### src/design/mac_mode_map.vh
`ifndef MAC_MODE_MAP_VH
`define MAC_MODE_MAP_VH
// register byte offsets
`define OFS_MODE_CONTROL 12'h000
`define OFS_EVENT_FLAGS 12'h004
`define OFS_IRQ_PERMISSION 12'h008
`define OFS_PATH_STATE 12'h00c
// mode register field positions
`define BIT_CRC_ERROR_ACCEPT 12
`define BIT_WAKE_DETECT_ENABLE 9
`define BIT_RECEIVE_ENABLE 6
`define BIT_TRANSMIT_ENABLE 5
`define BIT_INTERNAL_LOOP 3
`define BIT_EXTERNAL_LOOP 2
`define BIT_DUPLEX 1
`define BIT_ACCEPT_ALL 0
// writable mode bits, reserved bits stay zero
`define MODE_WRITE_MASK 32'h0000126f
// event flag positions (shared with permission bits)
`define BIT_LINK_CHANGE 2
`define BIT_WAKE_SEEN 1
`define BIT_BAD_CARRIER 0
`define FLAG_WIDTH 3
// reset values
`define MODE_RESET 32'h00000000
`define FLAGS_RESET 3'h0
`define PERMIT_RESET 3'h0
`endif

### src/design/sync_two_stage.v
`timescale 1ns/1ps
`default_nettype none
// two flip-flop level synchroniser
module sync_two_stage (
  input wire clk, // system clock
  input wire reset, // async reset, active high
  input wire asyncIn, // level from outside the clock domain
  output reg syncOut_ff // synchronised level
);
  reg stage1_ff;

  // first stage feeds only the second
  always @(posedge clk or posedge reset) begin
    if (reset) begin
      stage1_ff <= 1'b0;
      syncOut_ff <= 1'b0;
    end else begin
      stage1_ff <= asyncIn;
      syncOut_ff <= stage1_ff;
    end
  end
endmodule // sync_two_stage
`default_nettype wire

### src/design/mac_mode_status_control.v
// Functional notes
// - crc-error frames flagged unless accept bit set
// - crc error counter pulses on every crc error
// - wake detect enable sets flag, drives wake pin
// - receiver stays active until current frame ends
// - transmitter stays active until current frame sent
// - internal loopback select when bit set
// - external loop bit drives general output pin
// - duplex bit selects half or full, half at reset
// - accept all frames ignores address filtering
// - reserved mode bits read zero, written zero
// - writing one clears a flag, zero keeps it
// - link change flag on either link edge
// - wake seen flag on detected wake packet
// - bad carrier flag on phy illegal carrier report
// - flag interrupts only when permission bit set
// - reserved flag bits read zero
// - link change detected only when pin routed
// - link status sampled, current level is source
// - permission bits 2,1,0 gate the three flags
//
// Added by the designer: the APB slave port and the register offsets.
`timescale 1ns/1ps
`default_nettype none
`include "mac_mode_map.vh"
module mac_mode_status_control (
  input wire clk, // system clock, 25 MHz
  input wire reset, // async reset, active high
  input wire psel, // apb select
  input wire penable, // apb access phase
  input wire pwrite, // apb direction, high for write
  input wire [11:0] paddr, // apb byte address
  input wire [31:0] pwdata, // apb write data
  output reg [31:0] prdata_ff, // apb read data
  output reg pready_ff, // apb ready
  output reg pslverr_ff, // apb error on unmapped address
  input wire rxFrameBusy, // receiver is inside a frame
  input wire txFrameBusy, // transmitter is inside a frame
  input wire rxFrameEnd, // pulse, received frame finished
  input wire rxCrcBad, // crc result of ending frame, with rxFrameEnd
  input wire wakePacketHit, // pulse, receiver matched a wake packet
  input wire linkPinRouted, // pin multiplexer routes link status
  input wire link_status_in, // link status pin from phy
  input wire badCarrierIn, // illegal carrier indication pin from phy
  output reg receiveActive_ff, // receiver running
  output reg transmitActive_ff, // transmitter running
  output reg rxFrameError_ff, // pulse, frame rejected for crc error
  output reg crcCountInc_ff, // pulse, bump crc error frame counter
  output reg internalLoop_ff, // loop tx data into rx
  output reg general_output_pin_ff, // external loop directive pin
  output reg fullDuplex_ff, // full duplex selected
  output reg acceptAll_ff, // promiscuous reception
  output reg wakeDetectOn_ff, // wake packet detector enabled
  output reg wake_output_ff, // wake pin toward peripheral chips
  output reg linkLevel_ff, // current sampled link level
  output reg irqOut_ff // interrupt request, active high
);
  reg [31:0] mode_ff;
  reg [`FLAG_WIDTH-1:0] flags_ff;
  reg [`FLAG_WIDTH-1:0] permit_ff;
  reg linkPrev_ff;
  reg linkPrevValid_ff;
  reg [`FLAG_WIDTH-1:0] nxt_flags;
  reg [31:0] nxt_rdata;
  reg nxt_err;
  wire linkSync;
  wire carrierSync;
  wire setupPhase;
  wire accessDone;
  wire writeDone;
  wire linkEdge;
  wire [`FLAG_WIDTH-1:0] flagSet;
  wire [`FLAG_WIDTH-1:0] flagClear;

  // pin inputs pass two flip-flops first
  sync_two_stage linkSyncInst (
    .clk(clk),
    .reset(reset),
    .asyncIn(link_status_in),
    .syncOut_ff(linkSync)
  );
  sync_two_stage carrierSyncInst (
    .clk(clk),
    .reset(reset),
    .asyncIn(badCarrierIn),
    .syncOut_ff(carrierSync)
  );

  // apb phase decode
  assign setupPhase = psel & ~penable;
  assign accessDone = psel & penable & pready_ff;
  assign writeDone = accessDone & pwrite & ~pslverr_ff;

  // link edge, only while link pin is routed
  assign linkEdge = linkPrevValid_ff & (linkSync != linkPrev_ff) & linkPinRouted;

  // hardware events that set flags
  assign flagSet[`BIT_LINK_CHANGE] = linkEdge;
  assign flagSet[`BIT_WAKE_SEEN] = wakePacketHit & mode_ff[`BIT_WAKE_DETECT_ENABLE];
  assign flagSet[`BIT_BAD_CARRIER] = carrierSync;

  // write-one-to-clear from software
  assign flagClear = (writeDone && paddr == `OFS_EVENT_FLAGS) ? pwdata[`FLAG_WIDTH-1:0] : `FLAGS_RESET;

  // flag update, set wins over clear
  always @* begin
    nxt_flags = (flags_ff & ~flagClear) | flagSet;
  end

  // read mux and address check
  always @* begin
    nxt_rdata = 32'h00000000;
    nxt_err = 1'b0;
    case (paddr)
      `OFS_MODE_CONTROL: begin
        nxt_rdata = mode_ff & `MODE_WRITE_MASK;
      end
      `OFS_EVENT_FLAGS: begin
        nxt_rdata = {29'h0000000, flags_ff};
      end
      `OFS_IRQ_PERMISSION: begin
        nxt_rdata = {29'h0000000, permit_ff};
      end
      `OFS_PATH_STATE: begin
        nxt_rdata = {29'h0000000, linkLevel_ff, transmitActive_ff, receiveActive_ff};
      end
      default: begin
        nxt_err = 1'b1;
      end
    endcase
  end

  // apb slave: ready one cycle after setup
  always @(posedge clk or posedge reset) begin
    if (reset) begin
      pready_ff <= 1'b0;
      pslverr_ff <= 1'b0;
      prdata_ff <= 32'h00000000;
    end else if (setupPhase) begin
      pready_ff <= 1'b1;
      pslverr_ff <= nxt_err;
      prdata_ff <= pwrite ? 32'h00000000 : nxt_rdata;
    end else begin
      pready_ff <= 1'b0;
      pslverr_ff <= 1'b0;
      prdata_ff <= 32'h00000000;
    end
  end

  // software registers
  always @(posedge clk or posedge reset) begin
    if (reset) begin
      mode_ff <= `MODE_RESET;
      permit_ff <= `PERMIT_RESET;
    end else if (writeDone) begin
      if (paddr == `OFS_MODE_CONTROL) begin
        mode_ff <= pwdata & `MODE_WRITE_MASK;
      end
      if (paddr == `OFS_IRQ_PERMISSION) begin
        permit_ff <= pwdata[`FLAG_WIDTH-1:0];
      end
    end
  end

  // event flags and link history
  always @(posedge clk or posedge reset) begin
    if (reset) begin
      flags_ff <= `FLAGS_RESET;
      linkPrev_ff <= 1'b0;
      linkPrevValid_ff <= 1'b0;
      linkLevel_ff <= 1'b0;
    end else begin
      flags_ff <= nxt_flags;
      linkPrev_ff <= linkSync;
      linkPrevValid_ff <= 1'b1;
      linkLevel_ff <= linkSync;
    end
  end

  // gated interrupt request
  always @(posedge clk or posedge reset) begin
    if (reset) begin
      irqOut_ff <= 1'b0;
    end else begin
      irqOut_ff <= |(nxt_flags & permit_ff);
    end
  end

  // path enables hold to end of current frame
  always @(posedge clk or posedge reset) begin
    if (reset) begin
      receiveActive_ff <= 1'b0;
      transmitActive_ff <= 1'b0;
    end else begin
      receiveActive_ff <= mode_ff[`BIT_RECEIVE_ENABLE] | (receiveActive_ff & rxFrameBusy);
      transmitActive_ff <= mode_ff[`BIT_TRANSMIT_ENABLE] | (transmitActive_ff & txFrameBusy);
    end
  end

  // crc error handling of finished frames
  always @(posedge clk or posedge reset) begin
    if (reset) begin
      rxFrameError_ff <= 1'b0;
      crcCountInc_ff <= 1'b0;
    end else begin
      rxFrameError_ff <= rxFrameEnd & rxCrcBad & ~mode_ff[`BIT_CRC_ERROR_ACCEPT];
      crcCountInc_ff <= rxFrameEnd & rxCrcBad;
    end
  end

  // mode outputs toward datapath and pins
  always @(posedge clk or posedge reset) begin
    if (reset) begin
      internalLoop_ff <= 1'b0;
      general_output_pin_ff <= 1'b0;
      fullDuplex_ff <= 1'b0;
      acceptAll_ff <= 1'b0;
      wakeDetectOn_ff <= 1'b0;
      wake_output_ff <= 1'b0;
    end else begin
      internalLoop_ff <= mode_ff[`BIT_INTERNAL_LOOP];
      general_output_pin_ff <= mode_ff[`BIT_EXTERNAL_LOOP];
      fullDuplex_ff <= mode_ff[`BIT_DUPLEX];
      acceptAll_ff <= mode_ff[`BIT_ACCEPT_ALL];
      wakeDetectOn_ff <= mode_ff[`BIT_WAKE_DETECT_ENABLE];
      wake_output_ff <= nxt_flags[`BIT_WAKE_SEEN];
    end
  end
endmodule // mac_mode_status_control
`default_nettype wire

### config.mk
export PLATFORM = sky130hd
export DESIGN_NAME = mac_mode_status_control
export DESIGN_NICKNAME = d
export VERILOG_FILES = /design/src/design/sync_two_stage.v /design/src/design/mac_mode_status_control.v
export VERILOG_INCLUDE_DIRS = /design/src /design/src/design
export SDC_FILE = /design/constraint.sdc
export NUM_CORES = 1
export LEC_CHECK = 0
export BUFFER_PORTS_ARGS = -buffer_cell sky130_fd_sc_hd__buf_2
export CORE_MARGIN = 2
export CORE_UTILIZATION = 32
export DETAILED_ROUTE_END_ITERATION = 12
export SYNTH_ARGS = -nofsm -noshare
export SYNTH_HDL_FRONTEND = slang
export SYNTH_SLANG_ARGS = --single-unit
### constraint.sdc
create_clock -name clk -period 3.6 [get_ports clk]
set_input_delay 0.72 -clock clk [delete_from_list [all_inputs] [get_ports clk]]
set_output_delay 0.72 -clock clk [all_outputs]
set_load 0.05 [all_outputs]
==> Implementation_results.wiki <==
{| class="wikitable"
! Metric !! Value
|-
| Final worst hold slack || ~0.35 ns
|-
| Clock slew seen by the registers of the worst setup and hold paths || ~0.080 ns
|-
| Total number of vias || roughly 1100
|-
| Time the worst path needs with I/O delays and setup || ~2.4 ns
|-
| First-pass GRT wire length || between 5 and 6 mm
|-
| Buffer cell driving the clock tree root || clkbuf_8
|-
| Synthesized area per cell || 13.0 µm²
|-
| Run status || complete, no violations
|-
| Filler cell count in the final layout || ~530
|-
| Slowest stage cell, crit path || nor4b_4
|-
| Maximum cell stage delay along the critical path || ~0.65 ns
|-
| Leading cell type in the layout, fill and taps excluded || buf_2
|-
| Post-CTS repair timing setup buffer count || 0
|-
| Power density cells || 459 nW/µm²
|-
| DIE HEIGHT || 77.3 µm
|-
| Synth Warn # || 0
|-
| Global Route Usage Sum || 0.111
|-
| Max H-tree Level || 2
|-
| Worst reg2reg path startpoint || pslverr_ff
|-
| Placed instance count || between 200 and 300
|-
| Die ar. || 5970 µm²
|-
| Count of distinct cell types in the synthesized netlist || 28
|-
| Number of antenna violations at the first check in global routing || 0
|-
| CP endpoint kind || flip-flop
|-
| Total wire length || between 3 and 4 mm
|-
| Instance count along the most critical hold path || 0
|-
| Clock sink total || 40
|-
| Worst-case clock buffer depth || 2
|-
| Fin. max-slew vios || 0
|-
| Setup TNS after final layout || 0 ns
|-
| Remaining antenna violation count || 0
|-
| Worst hold path startpoint || linkSyncInst.stage1_ff
|-
| Last weighted congestion value of the routability-driven placer || approximately 0.80
|-
| Worst-case setup slack after placement || ~0.9 ns
|-
| Clock Skews || between 0.01 and 0.015 ns
|-
| Hold endpoint || linkSyncInst.syncOut_ff
|-
| Final WS setup || between 1 and 1.5 ns
|-
| Post-detailed-route DRC marker count || 0
|-
| RSZ-0062 raised after global routing || false
|-
| Maximum VDD drop || roughly 0.21 mV
|-
| Fraction of final layout cells with drive strength greater than 1 || 0.417
|-
| Gate Count Post-Synth || between 100 and 150
|-
| Critical path type || in2reg
|-
| Core region area || roughly 5000 µm²
|-
| TritonCTS buffer count || 5
|-
| Reg2Reg Capture Point || permit_ff[0]
|-
| Layout overhead on the synthesized area || 22.7%
|-
| Dpl hpwl || around 2.4 mm
|-
| Total number of nets in the final design || roughly 250
|-
| Number of register bits inferred by synthesis || 40
|-
| Cell Area, Synth || between 1500 and 2000 µm²
|-
| Max Fclk || between 400 and 500 MHz
|-
| Remaining max-slew budget at the tightest pin || 0.311
|-
| Buffers added on ports || 54
|-
| N_diodes || 0
|-
| Maximum number of pins on one net before global-route repair || 29
|-
| Initial DRT Pass Iterations || 4
|-
| Kind of launch point of the worst setup path || input pin
|-
| Via count normalized by instance count || ~4.3
|-
| Number of max-cap violations || 0
|-
| Worst reg-to-reg setup slack || 1.64 ns
|-
| Die Span X || roughly 77 µm
|-
| Std-Cell Rows || 26
|-
| Total setup violations reported at the end of the flow || 0
|-
| Worst-Skew Late Latency || slightly below 0.3 ns
|-
| Worst-path maximum fanout || 8
|-
| Critical-path cell list || buf_2 > nor4_1 > nand4_1 > nor4b_4 > mux2_2
|-
| Number of global-route vias before repair || roughly 1100
|-
| Worst Reg-to-Reg Cells || 4
|-
| TritonCTS clock tree || done
|-
| Critical path data required time || 3.77 ns
|-
| Highest-count cells in the layout ignoring fill and taps || buf_2, dfrtp_1, conb_1
|-
| Total I/O pin count || ~100
|-
| Top cell type's share of synthesized area || 0.582
|-
| Leakage power || 1.15 nW
|-
| Post_cts resized || 0
|-
| Data arrival time of the critical path || around 2.5 ns
|-
| Cell accounting for the most synthesized area || dfrtp_1
|-
| Hold-fix buffers at CTS || 0
|-
| Endpoints failing hold || 0
|-
| Number of DRC violations after detailed-routing iteration 0 || 71
|-
| Part of the Yosys area used for sequential elements || 0.582
|-
| Transition time at the pin with the least slew margin || 1.03 ns
|-
| Part of the cycle the worst path needs || 0.657
|-
| Wirelength per Cell || between 10 and 15 µm
|-
| Initial Utilization || 0.334
|-
| Type of the tightest min-delay check || reg2reg
|-
| Post-route insts no fill || about 260
|-
| Largest cells by area after synthesis || dfrtp_1, buf_4, mux2_2
|-
| Total gr overflow || 0
|}
==> flip-flops by register name, indices dropped and copies added (netlist names), 3 cells and up <==
register / count
flags_ff: 3
mode_ff: 8
permit_ff: 3
prdata_ff: 8
==> Yosys cell counts <==
library cell	count
clkbuf_1	2
a21o_1	3
and3_2	1
o221ai_1	2
o2111ai_1	1
and3_1	4
inv_1	4
nor4_1	2
a22o_1	1
nand3_1	2
nor4b_1	2
nor2_1	5
nor4b_4	1
mux2_2	11
mux4_2	3
buf_4	24
nor3_1	1
dfrtp_1	40
nand2b_1	2
conb_1	2
nand2_1	2
and2_1	6
nor2b_1	1
o211ai_1	1
nand4_1	6
and4bb_2	1
xnor2_1	1
o22a_1	1
==> through the flow <==
step	power, mW	area [µm²]	utilization
after floorplan	0.572	1810	-
after global placement	0.581	1980	0.386
after detailed placement	0.581	1980	0.386
after CTS	0.976	2110	0.410
after global routing	1.01	2110	0.410
final	0.969	2110	0.410
==> power breakdown <==
group	internal [mW]	switching [mW]
sequential	0.455	0.00344
clock	0.245	0.153
combinational	0.0224	0.0907
==> layout make-up <==
| cell class | instances | area [µm²] | share of cell area |
|---|---|---|---|
| Tap cell | 70 | 87.6 | 0.0415 |
| Sequential cell | 40 | 1000 | 0.474 |
| Clock buffer | 7 | 96.3 | 0.0457 |
| Multi-Input combinational cell | 85 | 602 | 0.285 |
| Inverter | 4 | 15.0 | 0.00712 |
| Clock inverter | 1 | 30.0 | 0.0142 |
| Timing Repair Buffer | 55 | 278 | 0.132 |
==> metal layers <==
metal  up-vias  track usage  routed length (µm)
met4         0       0.0375                  30
met2        39        0.181                1640
li1        529            -                   -
met1       565        0.141                1370
met3         4       0.0353                 193
met5         -            0                   0
==> worst max-delay path: cells and delay by family <==
family                 cells  cell delay (ns)
muxes                      1             0.41
buffers and inverters      1             0.09
and+or+nand+nor            3             1.31
==> how the worst max path moves through the flow <==
stage,cells after the start,start,slack [ns],to
after floorplan,4,paddr[5],1.39,mode_ff[0]
after global placement,5,paddr[5],0.90,mode_ff[12]
after detailed placement,5,paddr[5],0.88,mode_ff[12]
after CTS,5,paddr[5],1.19,mode_ff[12]
after global routing,5,paddr[5],1.05,mode_ff[1]
final,5,paddr[5],1.24,mode_ff[6]
==> logic make-up after synthesis <==
family | after synthesis | share of synthesized area
flip-flops | 40 | 0.582
other | 2 | 0.00437
AO/OA/AOI/OAI | 9 | 0.0429
multiplexers | 14 | 0.111
buffers and inverters | 30 | 0.118
XOR/XNOR | 1 | 0.00510
AND/OR/NAND/NOR | 36 | 0.136
Power figures use the tool's default switching activity.
